`config.mk`:
```
export PLATFORM = sky130hd
export DESIGN_NAME = csl_led_ctrl
export DESIGN_NICKNAME = d
export VERILOG_FILES = /design/src/hdl/csl_pkg.sv /design/src/hdl/csl_led_ctrl.sv
export VERILOG_INCLUDE_DIRS = /design/src /design/src/hdl
export SDC_FILE = /design/constraint.sdc
export NUM_CORES = 1
export LEC_CHECK = 0
export CAP_MARGIN = 20
export CORE_MARGIN = 2
export CORE_UTILIZATION = 63
export CTS_BUF_LIST = sky130_fd_sc_hd__clkbuf_4 sky130_fd_sc_hd__clkbuf_8
export DETAILED_ROUTE_END_ITERATION = 16
export DONT_BUFFER_PORTS = 1
export PLACE_DENSITY = 0.79
export SKIP_LAST_GASP = 1
export SYNTH_ARGS = -nofsm -noshare
export SYNTH_HDL_FRONTEND = slang
export SYNTH_SLANG_ARGS = --single-unit
```
`constraint.sdc`:
```
create_clock -name pclk -period 4.3 [get_ports pclk]
set_input_delay 0.215 -clock pclk [delete_from_list [all_inputs] [get_ports pclk]]
set_output_delay 0.215 -clock pclk [all_outputs]
set_load 0.02 [all_outputs]
```
`src/hdl/csl_map.svh`:
```
// Constants for the communicator status LED controller
`ifndef CSL_MAP_SVH
`define CSL_MAP_SVH
// ---------------------------------------------------------------
// APB register byte addresses
// ---------------------------------------------------------------
`define CSL_ADDR_TRBL     12'h000
`define CSL_ADDR_NET      12'h004
`define CSL_ADDR_CSQ      12'h008
`define CSL_ADDR_MODE     12'h00C
`define CSL_ADDR_EVENT    12'h010
`define CSL_ADDR_STATUS   12'h014
// ---------------------------------------------------------------
// Trouble register bit positions
// ---------------------------------------------------------------
`define CSL_TB_RSUP_EN    0
`define CSL_TB_HB_MISS    1
`define CSL_TB_ETH1_SUP   2
`define CSL_TB_ETH1_NOHB  3
`define CSL_TB_EXHAUST    4
`define CSL_TB_CFGFAIL    5
`define CSL_TB_ACCT       6
`define CSL_TB_RX_UNPROG  7
// ---------------------------------------------------------------
// Network register bit positions
// ---------------------------------------------------------------
`define CSL_NB_UNPLUG     0
`define CSL_NB_DHCP_TO    1
`define CSL_NB_NO_IP      2
`define CSL_NB_CELL_RST   3
`define CSL_NB_LINK_UP    4
`define CSL_NB_DUAL       5
// ---------------------------------------------------------------
// Mode register bit positions
// ---------------------------------------------------------------
`define CSL_MB_FW_START   0
`define CSL_MB_FW_BUSY    1
`define CSL_MB_FW_DONE    2
`define CSL_MB_FW_FAIL    3
// ---------------------------------------------------------------
// Event register bit positions (write one to fire)
// ---------------------------------------------------------------
`define CSL_EB_ETH_TX     0
`define CSL_EB_ETH_RX     1
`define CSL_EB_CELL_TX    2
`define CSL_EB_CELL_RX    3
// ---------------------------------------------------------------
// Timing (250 MHz)
// ---------------------------------------------------------------
`define CSL_CLK_MHZ       250
`define CSL_PULSE_MS      100
`define CSL_FAIL_MS       1000
`define CSL_CODE_GAP      4'h4
`define CSL_CSQ_LOW       5'h05
`define CSL_TROUBLE_NONE  4'h0
`define CSL_FLASH_CELL    4'h5
`define CSL_FLASH_RSUP    4'h8
`define CSL_FLASH_EXH     4'h9
`define CSL_FLASH_CFG     4'hA
`define CSL_FLASH_FWUP    4'hB
`define CSL_FLASH_ACCT    4'hC
`endif

```
`src/hdl/csl_pkg.sv`:
```
// Types for the communicator status LED controller
package csl_pkg;
    typedef enum logic [4:0] {
        CSL_FW_IDLE  = 5'h01,
        CSL_FW_START = 5'h02,
        CSL_FW_CHASE = 5'h04,
        CSL_FW_FAIL  = 5'h08,
        CSL_FW_BOOT  = 5'h10
    } csl_fw_e;
    typedef struct packed {
        logic yellow;
        logic red;
        logic green1;
        logic green2;
        logic link;
    } csl_leds_s;
endpackage

```
`src/hdl/csl_led_ctrl.sv`:
```
// Status LED controller with APB register access
//
// Added by the designer: the APB register port and the register offsets.
`include "csl_map.svh"
// What this block does
// - Cellular supervision with four unanswered heartbeats raises eight-flash trouble.
// - Supervised wired path missing receiver heartbeat also raises eight-flash trouble.
// - All delivery attempts exhausted raises nine-flash trouble.
// - Failed remote programming shows ten yellow flashes.
// - Firmware upgrade in progress shows eleven flashes, clearing on success.
// - Unprogrammed account codes show twelve flashes; disabled receivers ignored.
// - Red LED pulses once per wired send, twice per acknowledgement received.
// - Red LED steady on for unplugged, timeout, no address or cellular reset.
// - Signal meter hidden while yellow flashes a code.
// - CSQ 0, 1-4 and 5-6 map onto yellow and green 1 patterns.
// - CSQ 7-10, 11-13 and 14 up light greens progressively.
// - Averaged CSQ of five or lower raises five-flash cellular trouble.
// - Dual-path: green 2 pulses once per cellular send, twice per reception.
// - Wired-only: link LED lit while wired connection active.
// - Jumper at power-up restores defaults, greens flash rapidly while fitted.
// - Rapid green flashing stops once jumper removed.
// - Firmware update start lights all LEDs.
// - During update, LEDs light one at a time in a chaser.
// - Successful update restarts the device automatically.
// - Failed update blinks all four LEDs together at one second intervals.
// - Only the fewest-flash active trouble shows; next follows; off when none.
module csl_led_ctrl
    import csl_pkg::*;
#(
    parameter int unsigned PULSE_CYC = `CSL_CLK_MHZ * 1000 * `CSL_PULSE_MS,
    parameter int unsigned FAIL_CYC  = `CSL_CLK_MHZ * 1000 * `CSL_FAIL_MS
)(
    input  wire logic        pclk,
    input  wire logic        presetn,
    input  wire logic        clk_en,
    input  wire logic        psel,
    input  wire logic        penable,
    input  wire logic        pwrite,
    input  wire logic [11:0] paddr,
    input  wire logic [31:0] pwdata,
    output logic      [31:0] prdata,
    output logic             pready,
    output logic             pslverr,
    input  wire logic        default_jumper_header,
    output logic             led_yellow,
    output logic             led_red,
    output logic             led_green1,
    output logic             led_green2,
    output logic             led_link,
    output logic             factory_restore,
    output logic             self_restart
);
    // ---------------------------------------------------------------
    // APB slave
    // ---------------------------------------------------------------
    logic [7:0]  trbl_reg;
    logic [5:0]  net_reg;
    logic [4:0]  csq_reg;
    logic [3:0]  mode_reg;
    logic [31:0] rdata_next;
    wire  acc      = psel && penable && clk_en;
    wire  wr       = acc && pwrite;
    wire  sel_trbl = paddr == `CSL_ADDR_TRBL;
    wire  sel_net  = paddr == `CSL_ADDR_NET;
    wire  sel_csq  = paddr == `CSL_ADDR_CSQ;
    wire  sel_mode = paddr == `CSL_ADDR_MODE;
    wire  sel_evt  = paddr == `CSL_ADDR_EVENT;
    wire  sel_stat = paddr == `CSL_ADDR_STATUS;
    wire  mapped   = sel_trbl | sel_net | sel_csq | sel_mode | sel_evt | sel_stat;
    wire  [3:0] evt = (wr && sel_evt) ? pwdata[3:0] : 4'h0;
    csl_fw_e    fw_reg;
    logic [3:0] code_reg;
    logic       dflt_reg;
    csl_leds_s  led_next;

    always_comb
    begin
        rdata_next = 32'h0;
        if (sel_trbl)
            rdata_next = {24'h0, trbl_reg};
        else if (sel_net)
            rdata_next = {26'h0, net_reg};
        else if (sel_csq)
            rdata_next = {27'h0, csq_reg};
        else if (sel_mode)
            rdata_next = {28'h0, mode_reg};
        else if (sel_stat)
            rdata_next = {17'h0, fw_reg, dflt_reg, code_reg, led_next};
    end

    always_ff @(posedge pclk or negedge presetn)
    begin
        if (!presetn)
        begin
            trbl_reg <= 8'h0;
            net_reg  <= 6'h0;
            csq_reg  <= 5'h0;
            mode_reg <= 4'h0;
            prdata   <= 32'h0;
            pready   <= 1'b0;
            pslverr  <= 1'b0;
        end
        else if (clk_en)
        begin
            pready  <= psel && !penable;
            pslverr <= psel && !penable && !mapped;
            if (psel && !penable && !pwrite)
                prdata <= rdata_next;
            if (wr && sel_trbl)
                trbl_reg <= pwdata[7:0];
            if (wr && sel_net)
                net_reg <= pwdata[5:0];
            if (wr && sel_csq)
                csq_reg <= pwdata[4:0];
            if (wr && sel_mode)
                mode_reg <= pwdata[3:0];
            else if (fw_reg == CSL_FW_BOOT)
                mode_reg <= 4'h0;
        end
    end
    // ---------------------------------------------------------------
    // Trouble selection
    // ---------------------------------------------------------------
    wire t_cell = csq_reg <= `CSL_CSQ_LOW;
    wire t_rsup = (trbl_reg[`CSL_TB_RSUP_EN] && trbl_reg[`CSL_TB_HB_MISS])
               || (trbl_reg[`CSL_TB_ETH1_SUP] && trbl_reg[`CSL_TB_ETH1_NOHB]);
    wire t_exh  = trbl_reg[`CSL_TB_EXHAUST];
    wire t_cfg  = trbl_reg[`CSL_TB_CFGFAIL];
    wire t_fwup = mode_reg[`CSL_MB_FW_BUSY];
    wire t_acct = trbl_reg[`CSL_TB_ACCT] || trbl_reg[`CSL_TB_RX_UNPROG];
    // Fewest flashes wins
    wire [3:0] code_next = t_cell ? `CSL_FLASH_CELL : t_rsup ? `CSL_FLASH_RSUP :
                           t_exh ? `CSL_FLASH_EXH : t_cfg ? `CSL_FLASH_CFG :
                           t_fwup ? `CSL_FLASH_FWUP : t_acct ? `CSL_FLASH_ACCT : `CSL_TROUBLE_NONE;

    // ---------------------------------------------------------------
    // Timebase and flash sequencer
    // ---------------------------------------------------------------
    logic [31:0] tick_cnt;
    logic        tick;
    logic        phase_reg;
    logic [3:0]  fl_cnt;
    logic        gap_reg;
    logic        yflash;
    always_ff @(posedge pclk or negedge presetn)
    begin
        if (!presetn)
        begin
            tick_cnt  <= 32'h0;
            tick      <= 1'b0;
            phase_reg <= 1'b0;
            fl_cnt    <= 4'h0;
            gap_reg   <= 1'b0;
            yflash    <= 1'b0;
            code_reg  <= 4'h0;
        end
        else if (clk_en)
        begin
            tick     <= tick_cnt == PULSE_CYC - 1;
            tick_cnt <= (tick_cnt == PULSE_CYC - 1) ? 32'h0 : tick_cnt + 32'h1;
            if (code_next != code_reg)
            begin
                code_reg <= code_next;
                fl_cnt   <= 4'h0;
                gap_reg  <= 1'b0;
                yflash   <= 1'b0;
            end
            else if (tick)
            begin
                phase_reg <= !phase_reg;
                if (code_reg == `CSL_TROUBLE_NONE)
                    yflash <= 1'b0;
                else if (gap_reg)
                begin
                    fl_cnt <= fl_cnt + 4'h1;
                    if (fl_cnt == `CSL_CODE_GAP)
                    begin
                        gap_reg <= 1'b0;
                        fl_cnt  <= 4'h0;
                    end
                end
                else if (!yflash)
                    yflash <= 1'b1;
                else
                begin
                    yflash <= 1'b0;
                    fl_cnt <= fl_cnt + 4'h1;
                    if (fl_cnt == code_reg - 4'h1)
                    begin
                        gap_reg <= 1'b1;
                        fl_cnt  <= 4'h0;
                    end
                end
            end
        end
    end
    // ---------------------------------------------------------------
    // Activity pulse trains: red for wired, green 2 for cellular
    // ---------------------------------------------------------------
    logic [1:0] act_cnt [2];
    logic [1:0] act_on;
    logic [1:0] act_pend [2];
    genvar g;
    generate
        for (g = 0; g < 2; g++)
        begin : g_act
            always_ff @(posedge pclk or negedge presetn)
            begin
                if (!presetn)
                begin
                    act_cnt[g]  <= 2'h0;
                    act_on[g]   <= 1'b0;
                    act_pend[g] <= 2'h0;
                end
                else if (clk_en)
                begin
                    if (evt[2*g+1])
                        act_pend[g] <= 2'h2;
                    else if (evt[2*g] && act_pend[g] == 2'h0)
                        act_pend[g] <= 2'h1;
                    if (tick)
                    begin
                        if (act_on[g])
                            act_on[g] <= 1'b0;
                        else if (act_cnt[g] != 2'h0)
                        begin
                            act_on[g]  <= 1'b1;
                            act_cnt[g] <= act_cnt[g] - 2'h1;
                        end
                        else if (act_pend[g] != 2'h0 && !evt[2*g+1] && !evt[2*g])
                        begin
                            act_cnt[g]  <= act_pend[g];
                            act_pend[g] <= 2'h0;
                        end
                    end
                end
            end
        end
    endgenerate
    // ---------------------------------------------------------------
    // Default jumper and firmware update sequencer
    // ---------------------------------------------------------------
    logic        strap_done;
    logic [31:0] fail_cnt;
    logic        fail_on;
    logic [1:0]  chase_reg;
    always_ff @(posedge pclk or negedge presetn)
    begin
        if (!presetn)
        begin
            strap_done      <= 1'b0;
            dflt_reg        <= 1'b0;
            factory_restore <= 1'b0;
            self_restart    <= 1'b0;
            fw_reg          <= CSL_FW_IDLE;
            fail_cnt        <= 32'h0;
            fail_on         <= 1'b0;
            chase_reg       <= 2'h0;
        end
        else if (clk_en)
        begin
            strap_done      <= 1'b1;
            factory_restore <= !strap_done && default_jumper_header;
            if (!strap_done)
                dflt_reg <= default_jumper_header;
            else if (!default_jumper_header)
                dflt_reg <= 1'b0;
            self_restart <= fw_reg == CSL_FW_BOOT;
            if (tick)
                chase_reg <= chase_reg + 2'h1;
            fail_cnt <= (fail_cnt == FAIL_CYC - 1) ? 32'h0 : fail_cnt + 32'h1;
            if (fail_cnt == FAIL_CYC - 1)
                fail_on <= !fail_on;
            case (fw_reg)
                CSL_FW_IDLE:
                    if (mode_reg[`CSL_MB_FW_START])
                        fw_reg <= CSL_FW_START;
                CSL_FW_START:
                    if (mode_reg[`CSL_MB_FW_BUSY])
                        fw_reg <= CSL_FW_CHASE;
                CSL_FW_CHASE:
                    if (mode_reg[`CSL_MB_FW_FAIL])
                    begin
                        fw_reg   <= CSL_FW_FAIL;
                        fail_cnt <= 32'h0;
                        fail_on  <= 1'b1;
                    end
                    else if (mode_reg[`CSL_MB_FW_DONE])
                        fw_reg <= CSL_FW_BOOT;
                CSL_FW_FAIL:
                    fw_reg <= CSL_FW_FAIL;
                CSL_FW_BOOT:
                    fw_reg <= CSL_FW_IDLE;
                default:
                    fw_reg <= CSL_FW_IDLE;
            endcase
        end
    end
    // ---------------------------------------------------------------
    // LED composition
    // ---------------------------------------------------------------
    wire       cq0   = csq_reg == 5'h0;
    wire       cq14  = csq_reg > 5'hD;
    wire       cq11  = csq_reg > 5'hA;
    wire       cq7   = csq_reg > 5'h6;
    wire       cq5   = csq_reg > 5'h4;
    wire       red_s = |net_reg[`CSL_NB_CELL_RST:`CSL_NB_UNPLUG];
    wire       dual  = net_reg[`CSL_NB_DUAL];
    always_comb
    begin
        led_next.link   = !dual && net_reg[`CSL_NB_LINK_UP];
        led_next.red    = red_s || act_on[0];
        if (code_reg != `CSL_TROUBLE_NONE)
        begin
            led_next.yellow = yflash;
            led_next.green1 = 1'b0;
            led_next.green2 = 1'b0;
        end
        else
        begin
            led_next.yellow = !cq5;
            led_next.green1 = cq7 || (!cq0 && phase_reg);
            led_next.green2 = cq14 || (cq11 && phase_reg);
        end
        if (dual && act_on[1])
            led_next.green2 = 1'b1;
        if (dflt_reg)
        begin
            led_next.green1 = phase_reg;
            led_next.green2 = phase_reg;
        end
        case (fw_reg)
            CSL_FW_START:
                led_next = '{1'b1, 1'b1, 1'b1, 1'b1, 1'b1};
            CSL_FW_CHASE:
                led_next = '{chase_reg == 2'h0, chase_reg == 2'h1, chase_reg == 2'h2,
                             chase_reg == 2'h3, 1'b0};
            CSL_FW_FAIL:
                led_next = '{fail_on, fail_on, fail_on, fail_on, 1'b0};
            default:
                ;
        endcase
    end

    always_ff @(posedge pclk or negedge presetn)
    begin
        if (!presetn)
        begin
            led_yellow <= 1'b0;
            led_red    <= 1'b0;
            led_green1 <= 1'b0;
            led_green2 <= 1'b0;
            led_link   <= 1'b0;
        end
        else if (clk_en)
        begin
            led_yellow <= led_next.yellow;
            led_red    <= led_next.red;
            led_green1 <= led_next.green1;
            led_green2 <= led_next.green2;
            led_link   <= led_next.link;
        end
    end
    // ---------------------------------------------------------------
    // Assertions
    // ---------------------------------------------------------------
    property p_red_steady;
        @(posedge pclk) disable iff (!presetn)
        clk_en && red_s && fw_reg == CSL_FW_IDLE |=> led_red;
    endproperty
    a_red_steady: assert property (p_red_steady) else $error("red not steady");
    property p_cell_code;
        @(posedge pclk) disable iff (!presetn)
        clk_en && t_cell |=> code_reg == `CSL_FLASH_CELL;
    endproperty
    a_cell_code: assert property (p_cell_code) else $error("cell code wrong");
    property p_start_all;
        @(posedge pclk) disable iff (!presetn)
        clk_en && fw_reg == CSL_FW_START |=> led_yellow && led_red && led_green1 && led_green2;
    endproperty
    a_start_all: assert property (p_start_all) else $error("start not all on");
    property p_fail_unison;
        @(posedge pclk) disable iff (!presetn)
        $past(fw_reg) == CSL_FW_FAIL && $past(clk_en) |-> led_yellow == led_green1 && led_red == led_green2;
    endproperty
    a_fail_unison: assert property (p_fail_unison) else $error("fail not unison");
    property p_meter_hidden;
        @(posedge pclk) disable iff (!presetn)
        clk_en && code_reg != 4'h0 && fw_reg == CSL_FW_IDLE && !dflt_reg && !dual |=> !led_green1;
    endproperty
    a_meter_hidden: assert property (p_meter_hidden) else $error("meter shown");
    property p_dflt_stop;
        @(posedge pclk) disable iff (!presetn)
        clk_en && strap_done && !default_jumper_header |=> !dflt_reg;
    endproperty
    a_dflt_stop: assert property (p_dflt_stop) else $error("default not stopped");
    property p_restart;
        @(posedge pclk) disable iff (!presetn)
        clk_en && fw_reg == CSL_FW_CHASE && mode_reg[`CSL_MB_FW_DONE] && !mode_reg[`CSL_MB_FW_FAIL]
        ##1 clk_en |=> self_restart;
    endproperty
    a_restart: assert property (p_restart) else $error("no restart");
    property p_priority;
        @(posedge pclk) disable iff (!presetn)
        clk_en && t_rsup && !t_cell |=> code_reg == `CSL_FLASH_RSUP;
    endproperty
    a_priority: assert property (p_priority) else $error("priority wrong");
    c_fail: cover property (@(posedge pclk) fw_reg == CSL_FW_FAIL);
    c_restart: cover property (@(posedge pclk) self_restart);
    c_code: cover property (@(posedge pclk) gap_reg && code_reg == `CSL_FLASH_EXH);
endmodule // csl_led_ctrl

```
# After elaboration in Yosys (flattened, before gate mapping)
# Cells that the tools add are included.
# classes
eq_ne,24
reduce_logical,74
mux,72
add_sub_neg,7
magnitude_cmp,5
bitwise,8
# op_table
op,count
32-bit two-way mux,7
32-bit by 1-bit adder with 32-bit output (second input constant),2
4-bit two-way mux,16
2-bit two-way mux,18
32-bit by 25-bit == test with 1-bit output (second input constant),1
32-bit by 28-bit == test with 1-bit output (second input constant),1
15-bit two-way mux,2
12-bit by 4-bit == test with 1-bit output (second input constant),2
12-bit by 5-bit == test with 1-bit output (second input constant),2
1-bit logical AND,24
1-bit two-way mux,23
5-bit two-way mux,4
5-bit case mux with 4 select lines,1
2-bit AND reduction,8
4-bit AND reduction,4
2-bit nonzero test,8
5-bit case mux with 3 select lines,1
1-bit zero test,13
12-bit by 3-bit == test with 1-bit output (second input constant),1
12-bit zero test,1
5-bit by 3-bit greater-than comparator with 1-bit output (second input constant),2
5-bit by 4-bit greater-than comparator with 1-bit output (second input constant),2
3-bit AND reduction,3
2-bit != test (second input constant),4
other kinds (26),40
# totals
out_inout_bits,41
inputBits,51
register_bits,160
elab_cells,223

# Logic depth before layout (Yosys ltp)
# Gate-level depths: netlist (run 1).
# depth
depth_word,13
mapped_depth,9
mapped_depth_nobuf,8

# Worst setup path before layout (run 1)
# Ideal clock, no wire load.
# synth_timing
kind,register -> register
startpoint,reg csq_reg[2]
endpoint,reg fl_cnt[2]
required_ns,4.206
synth_period_minus_slack_ns,2.351
path_buffers,2
setup_ns,0.094
slack_ns,1.949
path_stages_with_launch,9
arrival_ns,2.258
cell_sequence,dfrtp_1 > buf_6 > a211o_4 > or3_1 > nor4bb_1 > or4_4 > buf_6 > o21bai_1 > a221oi_2
# synth_between
elab_chain_cells,5
elab_cells_between_ends,8
cone_classes,order compare: 1; eq/ne: 2; mux: 2; reduce/logical: 3
# synth_rtl
item,line,rtl
from (decl),csl_led_ctrl.sv:58,logic [4:0] csq_reg;
from (signal assigned),csl_led_ctrl.sv:114,csq_reg <= pwdata[4:0];
5-bit by 3-bit <= comparator with 1-bit output (no line) *,-,
4-bit two-way mux (no line) *,-,
4-bit != test *,csl_led_ctrl.sv:161,if (code_next != code_reg)
2-bit != test (no line) (tied with other cells),-,
4-bit AND reduction (no line),-,
to (signal assigned),csl_led_ctrl.sv:175,fl_cnt <= fl_cnt + 4'h1;
to (signal assigned),csl_led_ctrl.sv:187,fl_cnt <= fl_cnt + 4'h1;
to (decl),csl_led_ctrl.sv:142,logic [3:0] fl_cnt;
# Mark *: on every way between the ends. The rest lies on a longest branch, timed or not.
# A chain may end at the register's enable or synchronous reset.

# Final worst setup path (run 1)
# layout_timing
startpoint,reg tick_cnt[26]
endpoint,reg tick_cnt[1]
# layout_between
elab_chain_cells,2
# layout_rtl
item,line,rtl
from (decl),csl_led_ctrl.sv:139,logic [31:0] tick_cnt;
from (signal assigned),csl_led_ctrl.sv:160,tick_cnt <= (tick_cnt == PULSE_CYC - 1) ? 32'h0 : tick_cnt + 32'h1;
32-bit by 25-bit == test with 1-bit output,csl_led_ctrl.sv:160,
32-bit two-way mux,csl_led_ctrl.sv:160,
# No other way between the ends.

==> results of run 1 <==
[worst max path at each step]
stage / from / endpoint / slack (ps)
floorplan: csq_reg[2]$_DFFE_PN0P_ / fl_cnt[2]$_DFFE_PN0P_ / 1950
global placement: tick_cnt[26]$_DFFE_PN0P_ / tick_cnt[0]$_DFFE_PN0P_ / 1710
detailed placement: tick_cnt[26]$_DFFE_PN0P_ / tick_cnt[1]$_DFFE_PN0P_ / 1660
CTS: tick_cnt[26]$_DFFE_PN0P_ / tick_cnt[1]$_DFFE_PN0P_ / 1650
global route: fail_cnt[0]$_DFFE_PN0P_ / fail_cnt[8]$_DFFE_PN0P_ / 1560
finish: tick_cnt[26]$_DFFE_PN0P_ / tick_cnt[1]$_DFFE_PN0P_ / 1670
[per-layer routing]
metal / vias to the layer above / global-route usage / routed length, um
met5: - / 0 / 0
met1: 3007 / 0.367 / 7300
met2: 199 / 0.442 / 8070
met3: 29 / 0.0675 / 1090
met4: 0 / 0.111 / 331
li1: 2846 / - / -
[where the power goes]
| part | total [mW] | leakage (nW) | internal, mW | switching [mW] |
|---|---|---|---|---|
| logic | 0.378 | 1.56 | 0.157 | 0.221 |
| clock network | 1.14 | 0.216 | 0.639 | 0.496 |
| registers | 1.59 | 1.91 | 1.45 | 0.142 |
[metrics by stage]
step	setup slack, ps	util	hold WS, ps	std cells
detailed placement	1660	0.654	-77.9	931
CTS	1650	0.709	10.3	980
floorplan	1950	-	-80.6	827
global route	1560	0.709	38.1	981
global placement	1710	0.654	-77.9	931
finish	1670	0.709	38.4	981
[logic make-up (layout without fill, tap and decap cells)]
kind of cell,after synthesis,in the layout
simple gates,347,347
flops,143,143
mux,32,32
xor+xnor,56,56
fa+ha+maj,9,9
compound gates,151,151
buf+inv,72,83
other cells,1,17
[cell usage in the layout (no fill, tap or decap), drive strengths merged, types with 11 or more instances in the layout]
cell type,Yosys,routed
xnor2,26,26
a21oi,27,27
xor2,30,30
nand3,27,27
nor3,22,22
o21ai,69,69
and3,17,17
dlygate4sd3,0,15
nand2,100,100
nor4,11,11
nand4,25,25
mux2,24,24
inv,26,26
dfrtp,142,142
clkbuf,24,23
nor2,91,91
conb,1,17
[critical path, cell delays in order (launching register included)]
cell	delay, ps
dfrtp_1	420
or4b_1	530
or4_1	430
nor4_1	790
buf_4	290
nor2_1	60
[final cells by class]
| type | count | area share |
|---|---|---|
| inverters | 26 | 0.0119 |
| clock inverters | 9 | 0.0162 |
| multi-input cells | 612 | 0.446 |
| clock buffers | 23 | 0.0363 |
| well taps | 143 | 0.0218 |
| flip-flops and latches | 143 | 0.436 |
| repair buffers | 25 | 0.0311 |
[timing repair]
item / CTS / global route
setup endpoints to repair: 0 / 0
hold endpoints to repair: 198 / 0
hold buffers: 17 / 0
==> results.cfg, run 1 <==
[yosys]
yosys_register_bits = 143
synth_top_family_by_area = simple AND/OR/NAND/NOR gates
postSynthAreaPerCell_um2 = 9.30
syn_area_um2 = 7540
synthCells = 811
synthXorXnorAreaFrac = 0.0650
synth_seq_area_share = 0.475
synthMuxAreaShare = 0.0481
synthTopCellsByCount = dfrtp_1 (142), nand2_1 (100), nor2_1 (91), o21ai_0 (67), xor2_1 (30)
synth_ff_type = dfrtp_1
synth_edf_count = 0
synth-adder-area-share = 0.0149
synth_top_area_share = 0.471
synth_top_cell_by_area = dfrtp_1
synth_area_leaders = dfrtp_1 (47%), nand2_1 (5.0%), nor2_1 (4.5%)
synth_compound_area_frac = 0.124
synth-simple-area-share = 0.225
synth.distinct_cells = 66
synth.most_common_cell = dfrtp_1
synth-warning-count = 0
async_reset_ff_frac = 1.00

[clocking]
cts_setup_buffers = 0
cts_buffer_depth = 2
clk_latency_ps = 450
cts_tree = done
cts_root_buf = clkbuf_8
h-tree-depth = 4
cts_resized = 0
numCtsBuffers = 17
cts_num_sinks = 143
clk_pin_slew_worst_paths_ps = 80

[sta]
drv_slew = 0
setup_tns_ps = 0
rsz0062_at_grt = false
relSlewSlack = 0.364
post-route-period-util = 0.613
worst_slew_pin_slew_ps = 945
skew_ps = 8.71
finalSetupViolCount = 0
fmax_mhz = 380
finalHoldViolCount = 0
fin_crit_ps = 2630

[floorplanning]
fp.dieH_um = 113
fp.dieArea_um2 = 12900
rows = 39
initial_core_util = 0.652
fp.dieW_um = 113
io_pins = 92
core_um2 = 11600

[layout]
nFillCells = 833
antenna-diode-count = 0
fin_nets = 885
area_growth_pct = 8.76
regArea_um2 = 3580
drive_above_1_share = 0.0943
design_area_um2 = 8200
multiInputGateArea_um2 = 3660
reg_top3 = fail_cnt x32, tick_cnt x32, prdata x15

[worst_setup_path]
end_kind = flop
r2r_end = tick_cnt[1]$_DFFE_PN0P_
start_kind = flop
regToRegStartpoint = tick_cnt[26]$_DFFE_PN0P_
crit_type = reg2reg
worstPathRequired_ps = 4630
ff2ff_path_depth = 5
rrSetupSlack_ps = 1670
crit_fanout = 7
arrival_ps = 2970

[power_and_ir_drop]
p_leak_nw = 3.68
finalPower_mw = 3.10
power.density_nw_per_um2 = 378
ir_drop_mv = 0.430

[global_routing]
grt_start_max_net_pins = 144
gr-total-overflow = 0
grt_pass1_vias = 5947
grt_pass1_wl_um = 28300
grtUsageTotal = 0.277
antenna_found_initial = 0

[detailed_routing]
vias = 6081
final_antenna_net_count = 0
wl_um = 16800
wl_per_cell_um = 17.1
drtIter0Drc = 464
drc = 0
vias_per_cell = 6.20
dr.pass1.iters = 5

[min_path]
holdCritStartpoint = clk_en
hold_path_class = in2reg
hold_depth = 3
hold_end = tick_cnt[3]$_DFFE_PN0P_

[placement]
place_area_um2 = 7570
gp_congestion = 0.908
io_buffers = 0
dp_hpwl_um = 11400

[run_status]
status = complete, no violations

[run]
drv_cap = 0
No activity file was read; power rests on OpenSTA's default activity.
==> run 2: changes to the inputs <==
--- a/config.mk
+++ b/config.mk
@@ -6,9 +6,10 @@
 export SDC_FILE = /design/constraint.sdc
 export NUM_CORES = 1
 export LEC_CHECK = 0
+export ABC_AREA = 1
 export CAP_MARGIN = 20
 export CORE_MARGIN = 2
-export CORE_UTILIZATION = 63
+export CORE_UTILIZATION = 60
 export CTS_BUF_LIST = sky130_fd_sc_hd__clkbuf_4 sky130_fd_sc_hd__clkbuf_8
 export DETAILED_ROUTE_END_ITERATION = 16
 export DONT_BUFFER_PORTS = 1
==> constraint.sdc (replaced) <==
create_clock -name pclk -period 2.4 [get_ports pclk]
set_input_delay 0.12 -clock pclk [delete_from_list [all_inputs] [get_ports pclk]]
set_output_delay 0.12 -clock pclk [all_outputs]
set_load 0.02 [all_outputs]
==> results.cfg, run 2 <==
[layout]
reg_top3 = fail_cnt x32, tick_cnt x32, prdata x15
multiInputGateArea_um2 = 4070
fin_nets = 1216
regArea_um2 = 3580
drive_above_1_share = 0.0719
nFillCells = 1165
stdcell_count = 1349
layout_commonest_cell = nand2_1
design_area_um2 = 9130
area_growth_pct = 8.20
final_cell_mix = nand2_1 (288), inv_1 (162), dfrtp_1 (142), nor2_1 (114), nand3_1 (78)
antenna-diode-count = 0

[clocking]
cts_num_sinks = 143
cts_resized = 0
cts_tree = done
clk_latency_ps = 450
h-tree-depth = 4
clk_pin_slew_worst_paths_ps = 80
cts_root_buf = clkbuf_8
cts_buffer_depth = 2
numCtsBuffers = 17
hold_buffers = 16

[global_routing]
gr-total-overflow = 0
grt_pass1_wl_um = 33100
grt_start_max_net_pins = 144
antenna_found_initial = 0
grt_pass1_vias = 7074
grtUsageTotal = 0.281

[yosys]
syn_area_um2 = 8440
synth_area_leaders = dfrtp_1 (42%), nand2_1 (13%), inv_1 (7.2%)
synthCells = 1139
synth_top_cell_by_area = dfrtp_1
yosys_register_bits = 143
synth-warning-count = 0
async_reset_ff_frac = 1.00
postSynthAreaPerCell_um2 = 7.41
synth_seq_area_share = 0.424
synth_top_area_share = 0.421
synth_edf_count = 0
synth.distinct_cells = 47
synthTopCellsByCount = nand2_1 (288), inv_1 (162), dfrtp_1 (142), nor2_1 (114), nand3_1 (78)
synth_ff_type = dfrtp_1
synth.most_common_cell = nand2_1

[power_and_ir_drop]
combPwrFrac = 0.174
switching_share = 0.316
p_int_mw = 4.31
ir_drop_mv = 0.429
pwr-share-clk = 0.344
power.density_nw_per_um2 = 690
p_leak_nw = 4.46
seqPwrFrac = 0.481
finalPower_mw = 6.30
switchingPower_mw = 1.99

[sta]
fin_crit_ps = 2280
post-route-period-util = 0.952
finalSetupViolCount = 0
skew_ps = 8.68
holdWs_ps = -640
drv_slew = 0
relSlewSlack = 0.594
fmax_mhz = 438
setup_tns_ps = 0
finalHoldViolCount = 143
worst_slew_pin_slew_ps = 608
rsz0062_at_grt = false

[detailed_routing]
drc = 0
vias = 7558
wl_per_cell_um = 15.0
drtIter0Drc = 658
dr.pass1.iters = 5
final_antenna_net_count = 0
vias_per_cell = 5.60
wl_um = 20300

[run_status]
violations = hold timing
status = finished with violations

[floorplanning]
core_um2 = 13800
fp.dieW_um = 123
io_pins = 92
rows = 43
initial_core_util = 0.610
fp.dieH_um = 123
fp.dieArea_um2 = 15000

[placement]
dp.cells = 1301
dp_hpwl_um = 14200
place_area_um2 = 8510
io_buffers = 0
gp_congestion = 0.951

[min_path]
hold_path_class = in2async

[worst_setup_path]
regToRegStartpoint = tick_cnt[18]$_DFFE_PN0P_
cpPeakStageDelay_ps = 570
end_kind = flop
path_cells = nand2_1, nor2_1, nand2_1, nor4_1, nand3_1, nand4_1, o21ai_1, dlygate4sd3_1
worstPathRequired_ps = 2730
crit_fanout = 6
arrival_ps = 2620
critPathSlowestCell = dlygate4sd3_1
crit_type = reg2reg
r2r_end = tick_cnt[22]$_DFFE_PN0P_
cpMostUsedCell = nand2_1
rrSetupSlack_ps = 120
start_kind = flop
ff2ff_path_depth = 8

[run]
drv_cap = 0
## run 2: per-layer routing
metal  routed length [um]  vias to the layer above  share of wire  track usage
met5                    0                        -              0            0
met4                  442                        0          0.022        0.103
met3                 1450                       48          0.071       0.0660
met2                 9410                      287           0.46        0.437
met1                 9000                     3538           0.44        0.384
li1                     -                     3685              -            -
## run 2: how the worst max path moves through the flow
stage | startpoint | end | slack, ps
floorplan | code_reg[0]$_DFFE_PN0P_ | prdata[1]$_DFFE_PN0P_ | 810
global placement | fail_cnt[0]$_DFFE_PN0P_ | fail_cnt[13]$_DFFE_PN0P_ | 470
detailed placement | fail_cnt[0]$_DFFE_PN0P_ | fail_cnt[13]$_DFFE_PN0P_ | 410
CTS | tick_cnt[21]$_DFFE_PN0P_ | tick_cnt[22]$_DFFE_PN0P_ | 180
global route | tick_cnt[1]$_DFFE_PN0P_ | tick_cnt[22]$_DFFE_PN0P_ | 30
finish | tick_cnt[18]$_DFFE_PN0P_ | tick_cnt[22]$_DFFE_PN0P_ | 120
## run 2: worst max-delay path: cells and delay by family, from the launching register on
family | cells | cell delay (ps)
simple gates | 6 | 1090
buf+inv | 1 | 570
flops | 1 | 450
compound gates | 1 | 80
## run 2: layout make-up
cell class	count	area share
Clock buffer	22	0.0318
Inverter	166	0.0685
Sequential cell	143	0.392
Timing Repair Buffer	18	0.0203
Multi-Input combinational cell	810	0.445
Tap cell	180	0.0247
Clock inverter	10	0.0174
## run 2: power groups by stage
stage / registers (mW) / logic (mW) / clock network (mW)
finish: 3.03 / 1.10 / 2.17
floorplan: 2.99 / 0.901 / 0
CTS: 3.03 / 1.10 / 2.20
global route: 3.08 / 1.25 / 2.30
detailed placement: 3.08 / 1.05 / 0
global placement: 3.07 / 1.00 / 0
## run 2: kinds of logic after synthesis
kind of cell | count (synthesis) | share of synthesized area
and+or+nand+nor | 617 | 0.341
xor gates and xnor gates | 31 | 0.0322
DFF | 143 | 0.424
buffers and inverters | 202 | 0.101
adders and majority gates | 9 | 0.0133
other | 1 | 0.000444
AOI/OAI and AO/OA | 135 | 0.0866
muxes | 1 | 0.00119
## run 2: metrics by stage
stage	worst slack, ps	util
2_1_floorplan	807	-
3_3_place_gp	469	0.616
3_5_place_dp	413	0.616
4_1_cts	182	0.660
5_1_grt	28.6	0.660
6_report	116	0.660
## run 2: repair_timing
action,4_1_cts,5_1_grt
endpoints found under the setup margin,0,0
buffers inserted,0,0
hold endpoints to repair,210,143
==> run 3: changes to the inputs <==
--- a/config.mk
+++ b/config.mk
@@ -9,12 +9,13 @@
 export ABC_AREA = 1
 export CAP_MARGIN = 20
 export CORE_MARGIN = 2
-export CORE_UTILIZATION = 60
+export CORE_UTILIZATION = 63
 export CTS_BUF_LIST = sky130_fd_sc_hd__clkbuf_4 sky130_fd_sc_hd__clkbuf_8
 export DETAILED_ROUTE_END_ITERATION = 16
 export DONT_BUFFER_PORTS = 1
 export PLACE_DENSITY = 0.79
 export SKIP_LAST_GASP = 1
+export SLEW_MARGIN = 0
 export SYNTH_ARGS = -nofsm -noshare
 export SYNTH_HDL_FRONTEND = slang
 export SYNTH_SLANG_ARGS = --single-unit
==> constraint.sdc (replaced) <==
create_clock -name pclk -period 2.25 [get_ports pclk]
set_input_delay 0.1125 -clock pclk [delete_from_list [all_inputs] [get_ports pclk]]
set_output_delay 0.1125 -clock pclk [all_outputs]
set_load 0.02 [all_outputs]
==> results.cfg, run 3 (synthesized netlist as in run 2, its figures left out) <==
[run_status]
status = finished with violations
violations = hold timing

[layout]
drive_above_1_share = 0.0750
area_growth_pct = 8.44
stdcell_count = 1350
final_util = 0.696
reg_top3 = fail_cnt x32, tick_cnt x32, prdata x15
layout_commonest_cell = nand2_1
final_cell_mix = nand2_1 (288), inv_1 (162), dfrtp_1 (142), nor2_1 (113), nand3_1 (78)
antenna-diode-count = 0
design_area_um2 = 9150
nFillCells = 1065
regArea_um2 = 3580
fin_nets = 1221
multiInputGateArea_um2 = 4070

[sta]
fin_crit_ps = 2030
layout_setup_ws_ps = 215
rsz0062_at_grt = false
post-route-period-util = 0.904
drv_slew = 0
skew_ps = 12.3
fmax_mhz = 491
setup_tns_ps = 0
finalSetupViolCount = 0
finalHoldViolCount = 143
relSlewSlack = 0.554
worst_slew_pin_slew_ps = 667
holdWs_ps = -659

[power_and_ir_drop]
power.density_nw_per_um2 = 717
combPwrFrac = 0.180
finalPower_mw = 6.56
switchingPower_mw = 2.19
ir_drop_mv = 0.451
pwr-share-clk = 0.325
seqPwrFrac = 0.495
switching_share = 0.334
p_leak_nw = 4.47
p_int_mw = 4.37

[clocking]
cts_buffer_depth = 2
cts_setup_buffers = 0
cts_num_sinks = 143
numCtsBuffers = 17
hold_buffers = 18
h-tree-depth = 4
cts_root_buf = clkbuf_8
cts_tree = done
clk_pin_slew_worst_paths_ps = 90
clk_latency_ps = 460

[worst_setup_path]
crit_type = reg2reg
critPathSlowestCell = dlygate4sd3_1
path_cells = nor2_1, nand3_2, inv_1, nand2_1, nand3_1, mux2i_1, dlygate4sd3_1
cpPeakStageDelay_ps = 550
start_kind = flop
arrival_ps = 2380
crit_buf_inv = 2
path_delay_family = simple AND/OR/NAND/NOR gates
worstPathRequired_ps = 2590
crit_fanout = 8
end_kind = flop

[detailed_routing]
vias = 7577
wl_um = 20200
dr.pass1.iters = 7
vias_per_cell = 5.61
drtIter0Drc = 795
drc = 0
wl_per_cell_um = 14.9
final_antenna_net_count = 0

[global_routing]
antenna_found_initial = 0
grtUsageTotal = 0.291
grt_pass1_vias = 6951
gr-total-overflow = 0
grt_start_max_net_pins = 144
grt_pass1_wl_um = 33300

[floorplanning]
rows = 42
core_um2 = 13100
fp.dieArea_um2 = 14300
initial_core_util = 0.642
fp.dieW_um = 120
io_pins = 92
fp.dieH_um = 120

[placement]
gp_congestion = 0.954
pre_cts_ws_ps = 339
dp.cells = 1299
io_buffers = 0
dp_hpwl_um = 14200
place_area_um2 = 8520

[run]
drv_cap = 0

[min_path]
hold_path_class = in2async
==> run 3: path summary, 6_finish.rpt <==
| check | start | end | slack, ps | cells after the start |
|---|---|---|---|---|
| worst max-delay path | fw_reg[1]$_DFFE_PN0P_ | fail_cnt[0]$_DFFE_PN0P_ | 220 | 7 |
| worst min-delay path | presetn | fail_cnt[23]$_DFFE_PN0P_ | -660 | 0 |
| worst max register to register | fw_reg[1]$_DFFE_PN0P_ | fail_cnt[0]$_DFFE_PN0P_ | 220 | 7 |
| worst min register to register | strap_done$_DFFE_PN0P_ | strap_done$_DFFE_PN0P_ | 460 | 2 |
| max in group asynchronous | presetn | fw_reg[0]$_DFFE_PN1P_ | 2660 | 0 |
| min in group pclk | clk_en | tick$_DFFE_PN0P_ | 20 | 2 |
==> run 3: layout make-up <==
cell class | count | share of cell area
inverter | 166 | 0.0684
clock buffer | 21 | 0.0302
timing repair buffer | 23 | 0.0271
tap | 176 | 0.0241
multi-input combinational | 810 | 0.445
sequential | 143 | 0.391
clock inverter | 11 | 0.0145
==> run 3: repair_timing <==
action | in CTS | in global routing
setup endpoints to repair | 0 | 4
endpoints found under the hold margin | 216 | 143
resized for setup | 0 | 2
==> run 3: power by group through the flow <==
stage	combinational [mW]	sequential, mW	clock, mW
floorplan	0.962	3.19	0
global route	1.35	3.29	2.27
global placement	1.08	3.28	0
CTS	1.16	3.24	2.15
detailed placement	1.11	3.28	0
finish	1.18	3.24	2.13
==> run 3: routing by layer <==
| metal | up-vias | share of wire | GRT usage |
|---|---|---|---|
| met3 | 38 | 0.073 | 0.0651 |
| met5 | - | 0 | 0 |
| met2 | 278 | 0.46 | 0.441 |
| li1 | 3689 | - | - |
| met1 | 3572 | 0.44 | 0.421 |
| met4 | 0 | 0.018 | 0.0860 |
